### src/common/rbw_pkg.sv
package rbw_pkg;
    // ------------------------------------------------------------
    // Clock and timing
    // ------------------------------------------------------------
    localparam int unsigned CLK_HZ = 50_000_000;  // ref_clk rate
    localparam int unsigned STALL_TIME_S = 30;  // Heartbeat stall limit in seconds
    localparam longint unsigned STALL_CYCLES = longint'(STALL_TIME_S) * longint'(CLK_HZ);
    localparam int unsigned STALL_W = 32;  // Width of stall counter

    // ------------------------------------------------------------
    // Drive layout and indicator positions
    // ------------------------------------------------------------
    localparam int unsigned NUM_IND = 16;  // Status indicators
    localparam int unsigned NUM_VALVE = 8;  // Two driver groups of four
    localparam int unsigned VALVE_GROUP = 4;  // Valves per driver group
    localparam int unsigned V_MEAS_REF = 0;  // Valve slot: measure/reference selector
    localparam int unsigned V_ZERO_AIR_SHUT = 1;  // Valve slot: zero-air shutoff
    localparam int unsigned V_DIVERT = 2;  // Valve slot: divert
    localparam int unsigned V_GEN = 3;  // Valve slot: generator valve
    localparam int unsigned IX_HEART = 0;  // Indicator index (position one)
    localparam int unsigned IX_ZERO_AIR_PUMP = 1;
    localparam int unsigned IX_MEAS_REF = 6;
    localparam int unsigned IX_ZERO_AIR_SHUT = 7;
    localparam int unsigned IX_OZ_PUMP = 8;
    localparam int unsigned IX_DIVERT = 9;
    localparam int unsigned IX_GEN_VALVE = 10;
    localparam int unsigned IX_PHOTO_HTR = 14;
    localparam int unsigned IX_GEN_HTR = 15;
    localparam logic [15:0] IND_SPARE_MASK = 16'h383c;  // Positions 3-6 and 12-14, bits 2-5 and 11-13
    localparam logic [7:0] VALVE_RST = 8'h00;  // All valves closed
    localparam logic STALL_COUNT_RST = 1'b0;

    // ------------------------------------------------------------
    // Host command (decoded I2C write) carrier
    // ------------------------------------------------------------
    typedef struct packed {
        logic heartbeat;  // Heartbeat indicator level
        logic zero_air_pump;  // Optional zero-air AC pump
        logic ozone_pump;  // Ozone pump
        logic photo_heater;  // Photometer lamp heater
        logic gen_heater;  // Generator lamp heater
        logic [7:0] valves;  // Valve drives, group 0 in [3:0]
    } rbw_cmd_s;

    // Safe-state machine
    typedef enum logic [1:0] {
        RBW_RUN = 2'b00,
        RBW_SAFE = 2'b01
    } rbw_state_e;
endpackage

### src/verilog/rbw_stall_timer.sv
`timescale 1ns/1ns
// ------------------------------------------------------------
// Stall timer: counts cycles since the last heartbeat change
// ------------------------------------------------------------
module rbw_stall_timer #(
    parameter longint unsigned LIMIT = rbw_pkg::STALL_CYCLES,
    parameter int unsigned W = rbw_pkg::STALL_W
) (
    input wire logic ref_clk,
    input wire logic resetn,
    input wire logic restart,
    output logic expired
);
    import rbw_pkg::*;

    // Elaboration check: the limit must fit the counter and leave room to count
    if (LIMIT < 2 || LIMIT >= (64'h1 << W)) begin : g_bad_limit
        $error("rbw_stall_timer: LIMIT does not fit counter");
    end

    logic [W-1:0] cnt_q;  // Cycles without a change
    logic [W-1:0] cnt_d;
    logic exp_q;  // Limit reached
    logic exp_d;

    // Next count: restart on change, hold at LIMIT - 1 and flag expiry
    always_comb begin
        cnt_d = cnt_q;
        exp_d = exp_q;
        if (restart) begin
            cnt_d = '0;
            exp_d = 1'b0;
        end else if (cnt_q == W'(LIMIT - 1)) begin
            exp_d = 1'b1;
        end else begin
            cnt_d = cnt_q + W'(1);
        end
    end

    // Registers only
    always_ff @(posedge ref_clk or negedge resetn) begin
        if (!resetn) begin
            cnt_q <= '0;
            exp_q <= STALL_COUNT_RST;
        end else begin
            cnt_q <= cnt_d;
            exp_q <= exp_d;
        end
    end

    assign expired = exp_q;

    a_restart_clears: assert property (@(posedge ref_clk) disable iff (!resetn)
        restart |=> (cnt_q == '0 && !exp_q)) else $error("restart did not clear timer");
endmodule  // rbw_stall_timer

### src/verilog/rbw_relay_watchdog.sv
`timescale 1ns/1ns
// Operation
// - Sixteen indicators; spares never active
// - Watchdog monitors heartbeat level independently
// - 30 s stuck heartbeat forces all drives off
// - Indicator two follows zero-air pump
// - Indicator seven lit on measure path
// - Indicator eight follows zero-air shutoff valve
// - Indicator nine follows ozone pump
// - Indicator ten follows divert valve
// - Indicator eleven follows generator valve
// - Indicator fifteen follows photometer heater
// - Indicator sixteen follows generator heater
// - Eight valve drives, two groups four
module rbw_relay_watchdog #(
    parameter longint unsigned STALL_LIMIT = rbw_pkg::STALL_CYCLES
) (
    input wire logic ref_clk,
    input wire logic resetn,
    input wire logic cmd_valid,
    input rbw_pkg::rbw_cmd_s cmd,
    output logic [15:0] indicators,
    output logic [7:0] valve_drive,
    output logic zero_air_pump_drive,
    output logic ozone_pump_drive,
    output logic photo_heater_drive,
    output logic gen_heater_drive,
    output logic safe_off
);
    import rbw_pkg::*;

    // Elaboration check: two groups of four valves and a usable stall limit
    if (NUM_VALVE != 2 * VALVE_GROUP || STALL_LIMIT < 2) begin : g_bad_config
        $error("rbw_relay_watchdog: unsupported configuration");
    end

    // ------------------------------------------------------------
    // State
    // ------------------------------------------------------------
    rbw_cmd_s req_q;  // Latest host settings
    rbw_cmd_s req_d;
    rbw_state_e st_q;  // Run or latched safe-off
    rbw_state_e st_d;
    logic hb_prev_q;  // Heartbeat level one cycle back
    logic hb_prev_d;
    logic [15:0] ind_q;
    logic [15:0] ind_d;
    logic [7:0] valve_q;
    logic [7:0] valve_d;
    logic [3:0] pwr_q;  // Zero-air pump, ozone pump, photo heater, gen heater
    logic [3:0] pwr_d;
    logic safe_q;  // Registered copy of the latched trip
    logic safe_d;
    logic hb_change;
    logic stall_expired;

    // Separate timer watches the level, not the write strobe, so
    // rewriting the same level does not count as a heartbeat
    assign hb_change = (req_q.heartbeat != hb_prev_q);

    rbw_stall_timer #(
        .LIMIT(STALL_LIMIT),
        .W(STALL_W)
    ) rbw_stall_timer_i (
        .ref_clk(ref_clk),
        .resetn(resetn),
        .restart(hb_change),
        .expired(stall_expired)
    );

    // ------------------------------------------------------------
    // Next-state logic
    // ------------------------------------------------------------
    always_comb begin
        req_d = req_q;
        if (cmd_valid) begin
            req_d = cmd;
        end
        hb_prev_d = req_q.heartbeat;
        case (st_q)
            RBW_RUN: begin
                st_d = stall_expired ? RBW_SAFE : RBW_RUN;
            end
            RBW_SAFE: begin
                st_d = RBW_SAFE;  // held until reset
            end
            default: begin
                st_d = RBW_SAFE;
            end
        endcase
        // Own flop so the output does not hang off a state decoder
        safe_d = (st_d == RBW_SAFE);
        // Safe state overrides every drive; heartbeat still shows
        if (safe_d) begin
            valve_d = VALVE_RST;
            pwr_d = 4'h0;
        end else begin
            valve_d = req_d.valves;
            pwr_d = {req_d.zero_air_pump, req_d.ozone_pump, req_d.photo_heater, req_d.gen_heater};
        end
        // Indicators mirror the drives as actually applied
        ind_d = 16'h0000;
        ind_d[IX_HEART] = req_d.heartbeat;
        ind_d[IX_ZERO_AIR_PUMP] = pwr_d[3];
        ind_d[IX_MEAS_REF] = valve_d[V_MEAS_REF];
        ind_d[IX_ZERO_AIR_SHUT] = valve_d[V_ZERO_AIR_SHUT];
        ind_d[IX_OZ_PUMP] = pwr_d[2];
        ind_d[IX_DIVERT] = valve_d[V_DIVERT];
        ind_d[IX_GEN_VALVE] = valve_d[V_GEN];
        ind_d[IX_PHOTO_HTR] = pwr_d[1];
        ind_d[IX_GEN_HTR] = pwr_d[0];
        ind_d = ind_d & ~IND_SPARE_MASK;
    end

    // ------------------------------------------------------------
    // Registers
    // ------------------------------------------------------------
    always_ff @(posedge ref_clk or negedge resetn) begin
        if (!resetn) begin
            req_q <= '0;
            st_q <= RBW_RUN;
            hb_prev_q <= 1'b0;
            ind_q <= 16'h0000;
            valve_q <= VALVE_RST;
            pwr_q <= 4'h0;
            safe_q <= 1'b0;
        end else begin
            req_q <= req_d;
            st_q <= st_d;
            hb_prev_q <= hb_prev_d;
            ind_q <= ind_d;
            valve_q <= valve_d;
            pwr_q <= pwr_d;
            safe_q <= safe_d;
        end
    end

    assign indicators = ind_q;
    assign valve_drive = valve_q;
    assign zero_air_pump_drive = pwr_q[3];
    assign ozone_pump_drive = pwr_q[2];
    assign photo_heater_drive = pwr_q[1];
    assign gen_heater_drive = pwr_q[0];
    assign safe_off = safe_q;

    // ------------------------------------------------------------
    // Checks
    // ------------------------------------------------------------
    a_spares_dark: assert property (@(posedge ref_clk) disable iff (!resetn)
        (ind_q & IND_SPARE_MASK) == 16'h0000) else $error("spare indicator lit");
    a_safe_all_off: assert property (@(posedge ref_clk) disable iff (!resetn)
        safe_off |-> (valve_q == 8'h00 && pwr_q == 4'h0)) else $error("drive on in safe state");
    a_safe_latched: assert property (@(posedge ref_clk) disable iff (!resetn)
        safe_off |=> safe_off) else $error("safe state released");
    a_stall_enters_safe: assert property (@(posedge ref_clk) disable iff (!resetn)
        stall_expired |=> safe_off) else $error("stall did not force safe state");
    a_toggle_keeps_run: assert property (@(posedge ref_clk) disable iff (!resetn)
        (!safe_off && hb_change) |=> !stall_expired) else $error("timer not restarted");
    a_zero_air_pump_ind: assert property (@(posedge ref_clk) disable iff (!resetn)
        ind_q[IX_ZERO_AIR_PUMP] == zero_air_pump_drive) else $error("indicator two mismatch");
    a_meas_ind: assert property (@(posedge ref_clk) disable iff (!resetn)
        ind_q[IX_MEAS_REF] == valve_q[V_MEAS_REF]) else $error("indicator seven mismatch");
    a_shutoff_ind: assert property (@(posedge ref_clk) disable iff (!resetn)
        ind_q[IX_ZERO_AIR_SHUT] == valve_q[V_ZERO_AIR_SHUT]) else $error("indicator eight mismatch");
    a_ozpump_ind: assert property (@(posedge ref_clk) disable iff (!resetn)
        ind_q[IX_OZ_PUMP] == ozone_pump_drive) else $error("indicator nine mismatch");
    a_divert_ind: assert property (@(posedge ref_clk) disable iff (!resetn)
        ind_q[IX_DIVERT] == valve_q[V_DIVERT]) else $error("indicator ten mismatch");
    a_genvalve_ind: assert property (@(posedge ref_clk) disable iff (!resetn)
        ind_q[IX_GEN_VALVE] == valve_q[V_GEN]) else $error("indicator eleven mismatch");
    a_photo_htr_ind: assert property (@(posedge ref_clk) disable iff (!resetn)
        ind_q[IX_PHOTO_HTR] == photo_heater_drive) else $error("indicator fifteen mismatch");
    a_gen_htr_ind: assert property (@(posedge ref_clk) disable iff (!resetn)
        ind_q[IX_GEN_HTR] == gen_heater_drive) else $error("indicator sixteen mismatch");
    a_valve_follow: assert property (@(posedge ref_clk) disable iff (!resetn)
        (cmd_valid && !safe_off && !stall_expired) |=> (valve_q == $past(cmd.valves)))
        else $error("valve drive not applied");
endmodule  // rbw_relay_watchdog

### config.mk
export PLATFORM = sky130hd
export DESIGN_NAME = rbw_relay_watchdog
export DESIGN_NICKNAME = d
export VERILOG_FILES = /design/src/common/rbw_pkg.sv /design/src/verilog/rbw_stall_timer.sv /design/src/verilog/rbw_relay_watchdog.sv
export SDC_FILE = /design/constraint.sdc
export NUM_CORES = 1
export LEC_CHECK = 0
export BUFFER_PORTS_ARGS = -buffer_cell sky130_fd_sc_hd__buf_2
export CAP_MARGIN = 40
export CORE_UTILIZATION = 50
export DETAILED_ROUTE_END_ITERATION = 10
export PLACE_DENSITY = 0.72
export SLEW_MARGIN = 25
export SYNTH_ARGS = -nofsm -noshare
export SYNTH_HDL_FRONTEND = slang
export SYNTH_SLANG_ARGS = --single-unit
### constraint.sdc
create_clock -name ref_clk -period 3.3 [get_ports ref_clk]
set_input_delay 0.825 -clock ref_clk [delete_from_list [all_inputs] [get_ports ref_clk]]
set_output_delay 0.825 -clock ref_clk [all_outputs]
set_load 0.01 [all_outputs]
==> results.py, run 1 <==
metrics = {
    "die": {
        "die_area_mm2": 0.005924,
        "rows": 26,
        "die_w_um": 76.97,
        "io_pins": 45,
        "die_height_um": 76.97,
        "coreArea_mm2": 0.005270,
        "start_util_pct": 53.32,
    },
    "timing": {
        "hold_viol_final": 0,
        "tightest_slew_ns": 0.6909,
        "layout_min_cycle_time_ns": 1.964,
        "timing.final.crit_share_pct": 59.51,
        "maxSlewHeadroom_pct": 53.90,
        "fmax_ghz": 0.5092,
        "fin_skew_ns": 0.009212,
        "slew_violations": 0,
        "tns_ns": 0,
        "setup_violations": 0,
        "rsz0062_at_grt": "no",
    },
    "cts": {
        "clock-sinks": 60,
        "cts.clk_slew.worst_paths_ns": 0.07,
        "cts_inserted_buffers": 9,
        "clock_latency_ns": 0.34,
        "cts_resized": 0,
        "clock-root-buffer": "clkbuf_8",
        "h-tree-depth": 3,
        "cts_tree": "yes",
        "cts_hold_buf": 0,
        "post_cts_buffers": 0,
        "clockBufferDepth": 2,
    },
    "detailed_routing": {
        "vias": 1930,
        "wl_mm": 5.267,
        "drt_iter0_drc": 82,
        "avgRoutedWirePerCell_um": 14.55,
        "drtAntennaViolNets": 0,
        "dr.pass1.iters": 4,
        "vias_per_cell": 5.331,
        "drc": 0,
    },
    "logic_synthesis": {
        "yosysWarnings": 0,
        "synth_top_area_share_pct": 53.43,
        "synthCells": 253,
        "ys_top_cells_by_area": "dfrtp_1, xor2_1, mux2_2",
        "ys_seq_area_share_pct": 53.43,
        "syn_avg_cell_area_um2": 11.11,
        "synth-edff-count": 0,
        "synth_top_area_cell": "dfrtp_1",
        "ys_ff_latch": 60,
        "async_flop_share_pct": 100.0,
        "synth_cell_types": 38,
        "netlist_area_mm2": 0.002810,
        "synth_ff_type": "dfrtp_1",
    },
    "flow_run": {
        "maxCapViolations": 0,
    },
    "power_and_ir_drop": {
        "power_w": 0.001765,
        "power.density_mw_per_mm2": 546.8,
        "peakVddDrop_mv": 0.3234,
        "p_leak_nw": 1.495,
    },
    "finish": {
        "nNetsFinal": 305,
        "n_fill_cell": 451,
        "stdcell_area_mm2": 0.003227,
        "syn2layout_area_growth_pct": 14.83,
        "drive_above_1_share_pct": 27.05,
        "diodes": 0,
    },
    "global_routing": {
        "grt_max_degree": 32,
        "grt_pass1_wl_mm": 8.976,
        "grtUsageTotal_pct": 19.91,
        "grt_overflow": 0,
        "use_met2_pct": 31.79,
        "grt_util_met3_pct": 7.738,
        "busiest_layer": "met2",
        "grt_pass1_vias": 1938,
        "grtUsageMet1_pct": 24.19,
        "antenna_found_initial": 0,
    },
    "setup_path": {
        "path_max_fanout": 6,
        "reg2regPathDepth": 6,
        "crit_chain": "nand3_1 -> nor4_2 -> buf_2 -> nand4_1 -> xor2_1 -> nor2_1",
        "cp-end-kind": "flop",
        "arrival_ns": 2.23,
        "regToRegEndpoint": "rbw_stall_timer_i.cnt_q[29]",
        "r2r_setup_slack_ns": 1.34,
        "cp_slowest_cell": "nor4_2",
        "max_stage_delay_ns": 0.63,
        "cp-start-kind": "flop",
        "rr_startpoint": "rbw_stall_timer_i.cnt_q[2]",
        "critPathRequiredTime_ns": 3.57,
        "path_class": "reg2reg",
    },
    "hold_path": {
        "hold_depth": 1,
        "min_from": "req_q[10]",
        "min_to": "req_q[10]",
        "hold_path.class": "reg2reg",
    },
    "placed_design": {
        "place.gp.congestion": 0.8085,
        "io_buffers": 37,
        "hpwl_mm": 3.612,
        "placed_cell_area_mm2": 0.002988,
    },
    "status": {
        "status": "completed",
    },
}
## cells in the final DEF (no fill, tap or decap), drive strengths merged, types with 2 or more instances in the layout
cell type  Yosys  final
clkbuf         4     11
nor3           2      2
nor2b         12     12
and2           2      2
bufinv         0      3
nand2b         2      2
nor4           5      5
dfrtp         60     60
mux2          13     13
o21ai          3      3
conb           1      7
and4           3      3
nor2          31     31
nand3         16     16
nand2         10     10
xor2          22     22
xnor2          4      4
mux2i          3      3
nor4b          5      5
a31oi          3      3
a21oi          4      4
buf           19     41
and3           7      7
nand4         14     14
## flip-flops by register name, indices dropped and copies added (netlist names)
name,flops
rbw_stall_timer_i.cnt_q,32
pwr_q,3
valve_drive,8
safe_off,1
hb_prev_q,1
indicators,2
rbw_stall_timer_i.expired,1
req_q,12
## routing by layer
layer  vias up  routed length, um
met4         0                 79
met5         -                  0
met3         6                237
met2        31               2588
met1       969               2361
li1        924                  -
## how the worst max path moves through the flow
stage	startpoint	endpoint	slack (ns)	cells past startpoint
floorplan	cmd_valid	pwr_q[1]	1.69	3
global placement	rbw_stall_timer_i.cnt_q[3]	rbw_stall_timer_i.cnt_q[29]	1.28	5
detailed placement	rbw_stall_timer_i.cnt_q[2]	rbw_stall_timer_i.cnt_q[29]	1.40	6
CTS	rbw_stall_timer_i.cnt_q[2]	rbw_stall_timer_i.cnt_q[29]	1.32	6
global route	rbw_stall_timer_i.cnt_q[2]	rbw_stall_timer_i.cnt_q[29]	1.16	6
finish	rbw_stall_timer_i.cnt_q[2]	rbw_stall_timer_i.cnt_q[29]	1.34	6
## cells by family (layout without fill, tap and decap cells)
group	count (synthesis)	count (layout)	synth area share, %
multiplexers	16	16	6.278
buffers and inverters	24	57	5.565
XOR/XNOR	26	26	8.103
flip-flops	60	60	53.43
other	1	7	0.1334
adder cells (fa/ha/maj)	1	1	0.4452
AO/OA/AOI/OAI	11	11	2.226
AND/OR/NAND/NOR	114	114	23.82
## synthesized netlist by cell type, types with 2 or more instances
library cell  count
nor4_1            2
clkbuf_1          4
and4_1            3
nand3_1          14
nand3_2           2
nor2b_1          12
xor2_1           22
buf_2             2
nand4_1          14
a21oi_1           4
o21ai_0           3
mux2_2           13
nor4_2            2
mux2i_1           3
nor4b_1           5
and3_1            7
xnor2_1           4
dfrtp_1          60
nand2b_1          2
buf_4            17
a31oi_1           3
nor2_2            2
nor2_1           29
nand2_1          10
## where the power goes
group	internal [W]	switching, W
logic	0.0000668	0.0000954
registers	0.000778	0.0000251
clock network	0.000518	0.000280
## worst max-delay path: cells and delay by family (launching register included)
family	cells	cell delay (ns)
XOR/XNOR	1	0.16
AND/OR/NAND/NOR	4	1.03
buffers and inverters	1	0.29
flip-flops	1	0.42
## layout make-up
cell class                 count  area, um^2  share of cell area, %
sequential                    60        1501                  46.53
multi-input combinational    175        1182                  36.64
timing repair buffer          41       212.7                  6.592
clock buffer                  11       141.4                  4.382
clock inverter                 4       97.59                  3.024
tap                           70       87.58                  2.714
inverter                       1       3.754                 0.1163
## through the flow
stage / utilization [%] / hold WS (ns) / instances / setup WS [ns]
detailed placement: 56.70 / 0.4804 / 347 / 1.395
finish: 61.23 / 0.4910 / 362 / 1.336
global route: 61.23 / 0.5071 / 362 / 1.163
global placement: 56.60 / 0.4753 / 346 / 1.275
CTS: 61.23 / 0.4954 / 362 / 1.318
floorplan: - / 0.4443 / 259 / 1.688
Power figures use the tool's default switching activity.
==> run 2: changes to the inputs <==
Settings changed: PLACE_DENSITY 0.72 to 0.75.
Clock period 3.3 ns to 1.8 ns, I/O delays scaled along.
==> run 2 against run 1 <==
  * Register-to-register slack worse by 1.2 ns
  * Critical path depth stayed put
  * Core utilization rose by 1.0 points
  * Sequential share of layout area fell by 0.78 points
  * Sequential power up 84%
  * Hold slack lost 0.39 ns
  * Via count up 1.2%
  * Sequential cell count unchanged
  * First-iteration DRC count increased by 76%
  * Critical endpoint is now rbw_stall_timer_i.cnt_q[5]
==> results.py, run 2 (synthesis gave the netlist of run 1 again) <==
metrics = {
    "finish": {
        "regMostFlops": "rbw_stall_timer_i.cnt_q",
        "diodes": 0,
        "utilization_pct": 62.27,
        "drive_above_1_share_pct": 28.62,
        "final_cell_mix": "dfrtp_1, buf_2, nor2_1, xor2_1",
        "final_common_cell": "dfrtp_1",
        "largest_register_ffs": 32,
        "nNetsFinal": 309,
        "syn2layout_area_growth_pct": 16.79,
    },
    "timing": {
        "hold_ws_ns": 0.1040,
        "fmax_ghz": 0.5875,
        "setup_violations": 0,
        "hold_viol_final": 0,
        "rsz0062_at_grt": "yes",
        "fin_skew_ns": 0.004249,
        "layout_min_cycle_time_ns": 1.702,
        "slew_violations": 0,
        "fin_ws_ns": 0.09795,
        "timing.final.crit_share_pct": 94.56,
    },
    "detailed_routing": {
        "dr.pass1.iters": 4,
        "drtAntennaViolNets": 0,
        "drc": 0,
        "drt_iter0_drc": 144,
        "wl_mm": 5.281,
        "avgRoutedWirePerCell_um": 14.39,
        "vias": 1954,
        "vias_per_cell": 5.324,
    },
    "setup_path": {
        "cp_slowest_cell": "dfrtp_1",
        "cp-start-kind": "flop",
        "cp.buffers_inverters": 0,
        "path_class": "reg2reg",
        "max_stage_delay_ns": 0.41,
        "path_max_fanout": 7,
        "arrival_ns": 1.96,
        "crit_family": "simple AND/OR/NAND/NOR gates",
        "critPathRequiredTime_ns": 2.05,
        "cp-end-kind": "flop",
        "crit_chain": "ha_2 -> nand3_2 -> nor4_4 -> nand2_2 -> nand4_1 -> mux2i_1",
    },
    "power_and_ir_drop": {
        "clkPwrFrac_pct": 44.2,
        "comb_power_share_pct": 9.9,
        "p_sw_share_pct": 22.92,
        "seqPwrFrac_pct": 45.9,
        "power_switching_w": 0.0007377,
        "peakVddDrop_mv": 0.8302,
        "power.density_mw_per_mm2": 980.6,
        "p_leak_nw": 1.537,
        "intPower_w": 0.002481,
    },
    "global_routing": {
        "grt_pass1_vias": 1956,
        "grtUsageTotal_pct": 20.05,
        "grt_max_degree": 61,
        "grt_pass1_wl_mm": 8.997,
        "grt_overflow": 0,
        "antenna_found_initial": 0,
    },
    "flow_run": {
        "maxCapViolations": 0,
    },
    "placed_design": {
        "io_buffers": 37,
        "place.gp.congestion": 0.7568,
        "place_ws_ns": 0.01360,
        "hpwl_mm": 3.470,
    },
    "die": {
        "coreArea_mm2": 0.005270,
        "die_area_mm2": 0.005924,
        "io_pins": 45,
        "die_height_um": 76.97,
        "die_w_um": 76.97,
        "rows": 26,
        "start_util_pct": 53.32,
    },
    "cts": {
        "cts.clk_slew.worst_paths_ns": 0.06,
        "cts_tree": "yes",
        "clockBufferDepth": 2,
        "clock_latency_ns": 0.34,
        "h-tree-depth": 3,
        "clock-sinks": 60,
        "cts_inserted_buffers": 9,
        "cts_hold_buf": 0,
        "clock-root-buffer": "clkbuf_8",
    },
    "status": {
        "status": "completed",
    },
    "hold_path": {
        "hold_path.class": "in2async",
    },
}
==> run 2: metal layers <==
metal,up-vias,part of all wire [%],global-route usage (%)
met5,-,0,0
met4,0,1.4,8.491
met3,9,3.7,7.619
met2,40,51,33.48
met1,972,44,22.98
li1,933,-,-
==> run 2: cell type report <==
type,count,area [um^2]
Fill cell,435,1988
Sequential cell,60,1501
Multi-Input combinational cell,175,1196
Timing Repair Buffer,45,261.5
Clock buffer,11,131.4
Clock inverter,5,100.1
Tap cell,70,87.58
Inverter,1,3.754
==> run 2: final timing paths <==
kind / from / endpoint / slack [ns] / depth (start not counted)
max reg2reg: rbw_stall_timer_i.cnt_q[0] / rbw_stall_timer_i.cnt_q[5] / 0.1 / 6
min reg2reg: req_q[1] / req_q[1] / 0.49 / 1
min: resetn / rbw_stall_timer_i.cnt_q[13] / 0.10 / 2
max: rbw_stall_timer_i.cnt_q[0] / rbw_stall_timer_i.cnt_q[5] / 0.1 / 6
max in group asynchronous: resetn / valve_drive[7] / 1.43 / 2
min in group ref_clk: cmd[0] / req_q[0] / 0.36 / 2
==> run 2: worst register-to-register path: stages, from the launching register on <==
cell and delay (ns):
dfrtp_1 0.41, ha_2 0.23, nand3_2 0.15, nor4_4 0.34, nand2_2 0.16, nand4_1 0.13, mux2i_1 0.21
==> run 2: through the flow <==
step	TNS, ns	total power [W]	std cells	cell area [um^2]
finish	0	0.003218	367	3282
global route	-0.01963	0.003338	367	3282
CTS	0	0.003245	366	3259
detailed placement	0	0.001818	350	3025
global placement	0	0.001804	350	3025
floorplan	0	0.001703	259	2833
==> run 2: power by group through the flow <==
| stage | clock network [W] | logic [W] | registers [W] |
|---|---|---|---|
| 2_1_floorplan | 0 | 0.000198 | 0.00151 |
| 3_3_place_gp | 0 | 0.000309 | 0.00150 |
| 3_5_place_dp | 0 | 0.000318 | 0.00150 |
| 4_1_cts | 0.00145 | 0.000321 | 0.00148 |
| 5_1_grt | 0.00150 | 0.000352 | 0.00149 |
| 6_report | 0.00142 | 0.000318 | 0.00148 |
==> run 2: what timing repair did <==
item | in CTS | in global routing
pin swaps | 0 | 1
endpoints found under the hold margin | 0 | 0
resized for setup | 1 | 3
buffers inserted | 0 | 1
setup endpoints to repair | 1 | 2
==> run 3: changes to the inputs <==
Settings changed: CELL_PAD_IN_SITES_DETAIL_PLACEMENT set to 1, CELL_PAD_IN_SITES_GLOBAL_PLACEMENT set to 2, CORE_ASPECT_RATIO set to 1.2, CORE_UTILIZATION 50 to 33, CTS_CLUSTER_SIZE set to 16, PLACE_DENSITY 0.75 to not set, PLACE_DENSITY_LB_ADDON set to 0.1.
==> run 3 against run 2 <==
  * Clock power is 16% lower
  * Cell area increased by 2.2%
  * Final cell count rose by 14%
  * Highest routed layer unchanged
  * Global-route usage decreased by 4.4 points
  * Non-clock buffer count grew 8
  * Die area up 50%
  * Critical path depth rose by 2
  * Sequential share of layout area decreased by 0.97 points
  * Sequential cell count did not move
  * Sequential power hardly changed
==> results.py, run 3 (synthesis gave the netlist of run 1 again) <==
metrics = {
    "timing": {
        "tns_ns": 0,
        "timing.final.crit_share_pct": 93.54,
        "setup_violations": 0,
        "hold_viol_final": 0,
        "tightest_slew_ns": 0.5158,
        "layout_min_cycle_time_ns": 1.684,
        "fin_skew_ns": 0.005183,
        "maxSlewHeadroom_pct": 65.61,
        "rsz0062_at_grt": "yes",
        "slew_violations": 0,
        "fmax_ghz": 0.5939,
        "fin_ws_ns": 0.1163,
    },
    "global_routing": {
        "grt_overflow": 0,
        "grt_pass1_wl_mm": 10.41,
        "antenna_found_initial": 0,
        "grt_max_degree": 32,
        "grtUsageTotal_pct": 15.64,
        "grt_pass1_vias": 2057,
    },
    "finish": {
        "syn2layout_area_growth_pct": 19.32,
        "ff_latch_area_mm2": 0.001501,
        "utilization_pct": 40.90,
        "final_common_cell": "dfrtp_1",
        "n_fill_cell": 935,
        "nNetsFinal": 317,
        "largest_register_ffs": 32,
        "regMostFlops": "rbw_stall_timer_i.cnt_q",
        "diodes": 0,
        "final_cell_mix": "dfrtp_1, buf_2, nor2_1, xor2_1",
        "drive_above_1_share_pct": 30.82,
        "multi_input_comb_area_mm2": 0.001191,
    },
    "cts": {
        "cts_inserted_buffers": 9,
        "clock-root-buffer": "clkbuf_8",
        "clockBufferDepth": 2,
        "cts.clk_slew.worst_paths_ns": 0.07,
        "h-tree-depth": 3,
        "cts_hold_buf": 0,
        "clock-sinks": 60,
        "cts_tree": "yes",
        "clock_latency_ns": 0.33,
    },
    "power_and_ir_drop": {
        "clkPwrFrac_pct": 39.7,
        "power_switching_w": 0.0007849,
        "intPower_w": 0.002210,
        "seqPwrFrac_pct": 49.1,
        "p_leak_nw": 1.547,
        "power.density_mw_per_mm2": 893.0,
        "p_sw_share_pct": 26.21,
        "comb_power_share_pct": 11.1,
        "peakVddDrop_mv": 0.4041,
    },
    "setup_path": {
        "r2r_setup_slack_ns": 0.12,
        "path_max_fanout": 10,
        "arrival_ns": 1.90,
        "critPathRequiredTime_ns": 2.02,
        "cp-end-kind": "flop",
        "path_class": "reg2reg",
        "cp-start-kind": "flop",
    },
    "placed_design": {
        "place.gp.congestion": 0.7187,
        "hpwl_mm": 4.471,
        "io_buffers": 37,
        "place_ws_ns": -0.01598,
    },
    "hold_path": {
        "hold_path.class": "in2async",
    },
    "detailed_routing": {
        "vias": 2035,
        "vias_per_cell": 4.857,
        "wl_met2_mm": 2.957,
        "wl_mm": 6.269,
        "avgRoutedWirePerCell_um": 14.96,
        "top_layer_used": "met4",
        "drtAntennaViolNets": 0,
        "dr.pass1.iters": 4,
        "route.met3.wl_um": 239,
        "met1_length_mm": 2.944,
        "drc": 0,
        "drt_iter0_drc": 82,
    },
    "die": {
        "die_w_um": 86.24,
        "rows": 36,
        "io_pins": 45,
        "die_area_mm2": 0.008890,
        "die_height_um": 103.1,
        "coreArea_mm2": 0.008198,
        "start_util_pct": 34.28,
    },
    "status": {
        "status": "completed",
    },
    "flow_run": {
        "maxCapViolations": 0,
    },
}
-- run 3: cell types whose count changed in the layout (fill, tap and decap cells not counted) --
| cell | change |
|---|---|
| buf_4 | +8 |
| bufinv_16 | -2 |
| clkbuf_1 | -1 |
| clkinv_4 | +2 |
| clkinvlp_4 | +1 |
| ha_1 | +1 |
| ha_2 | -1 |
| nor4_2 | +1 |
| nor4_4 | -1 |
| nor4b_1 | -1 |
| nor4b_2 | +1 |
-- run 3: worst max-delay path: stages, from the launching register on --
cell	delay [ns]
dfrtp_1	0.39
ha_1	0.23
nand3_2	0.10
buf_4	0.16
nor4_4	0.14
buf_6	0.19
nand4_1	0.13
xor2_1	0.17
nor2_1	0.05
-- run 3: repair_timing --
item,in CTS,in global routing
resized for setup,1,2
buffers inserted,0,1
endpoints found under the setup margin,1,7
pin swaps,0,1
-- run 3: power by group through the flow --
stage	Clock (W)	Sequential [W]	Combinational (W)
finish	0.00119	0.00147	0.000333
global placement	0	0.00149	0.000337
global route	0.00129	0.00148	0.000373
floorplan	0	0.00151	0.000198
detailed placement	0	0.00150	0.000346
CTS	0.00123	0.00147	0.000347
-- run 3: final timing paths --
| check | cells past startpoint | from | end |
|---|---|---|---|
| min reg2reg | 1 | req_q[8] | req_q[8] |
| max | 8 | rbw_stall_timer_i.cnt_q[1] | rbw_stall_timer_i.cnt_q[22] |
| max reg2reg | 8 | rbw_stall_timer_i.cnt_q[1] | rbw_stall_timer_i.cnt_q[22] |
| min in group ref_clk | 2 | cmd[12] | indicators[0] |
| min | 1 | resetn | rbw_stall_timer_i.cnt_q[7] |
| max in group asynchronous | 2 | resetn | rbw_stall_timer_i.cnt_q[19] |
-- run 3: routing by layer --
metal,vias up,global-route usage [%]
met3,14,3.203
met4,0,7.949
met2,44,24.79
met5,-,0
li1,948,-
met1,1029,20.38
-- run 3: per-stage QoR --
stage | instance area [um^2] | cells | hold WS [ns] | total power, W
floorplan | 2833 | 259 | 0.1544 | 0.001703
global placement | 3141 | 402 | 0.4597 | 0.001831
detailed placement | 3141 | 402 | 0.4582 | 0.001842
CTS | 3339 | 418 | 0.1014 | 0.003054
global route | 3353 | 419 | 0.1133 | 0.003141
finish | 3353 | 419 | 0.08604 | 0.002994
-- run 3: area by class of cell --
| cell class | instances | share of cell area, % |
|---|---|---|
| Clock buffer | 10 | 3.806 |
| Multi-Input combinational cell | 175 | 35.52 |
| Timing Repair Buffer | 53 | 9.590 |
| Tap cell | 114 | 4.254 |
| Sequential cell | 60 | 44.78 |
| Inverter | 1 | 0.1119 |
| Clock inverter | 6 | 1.940 |
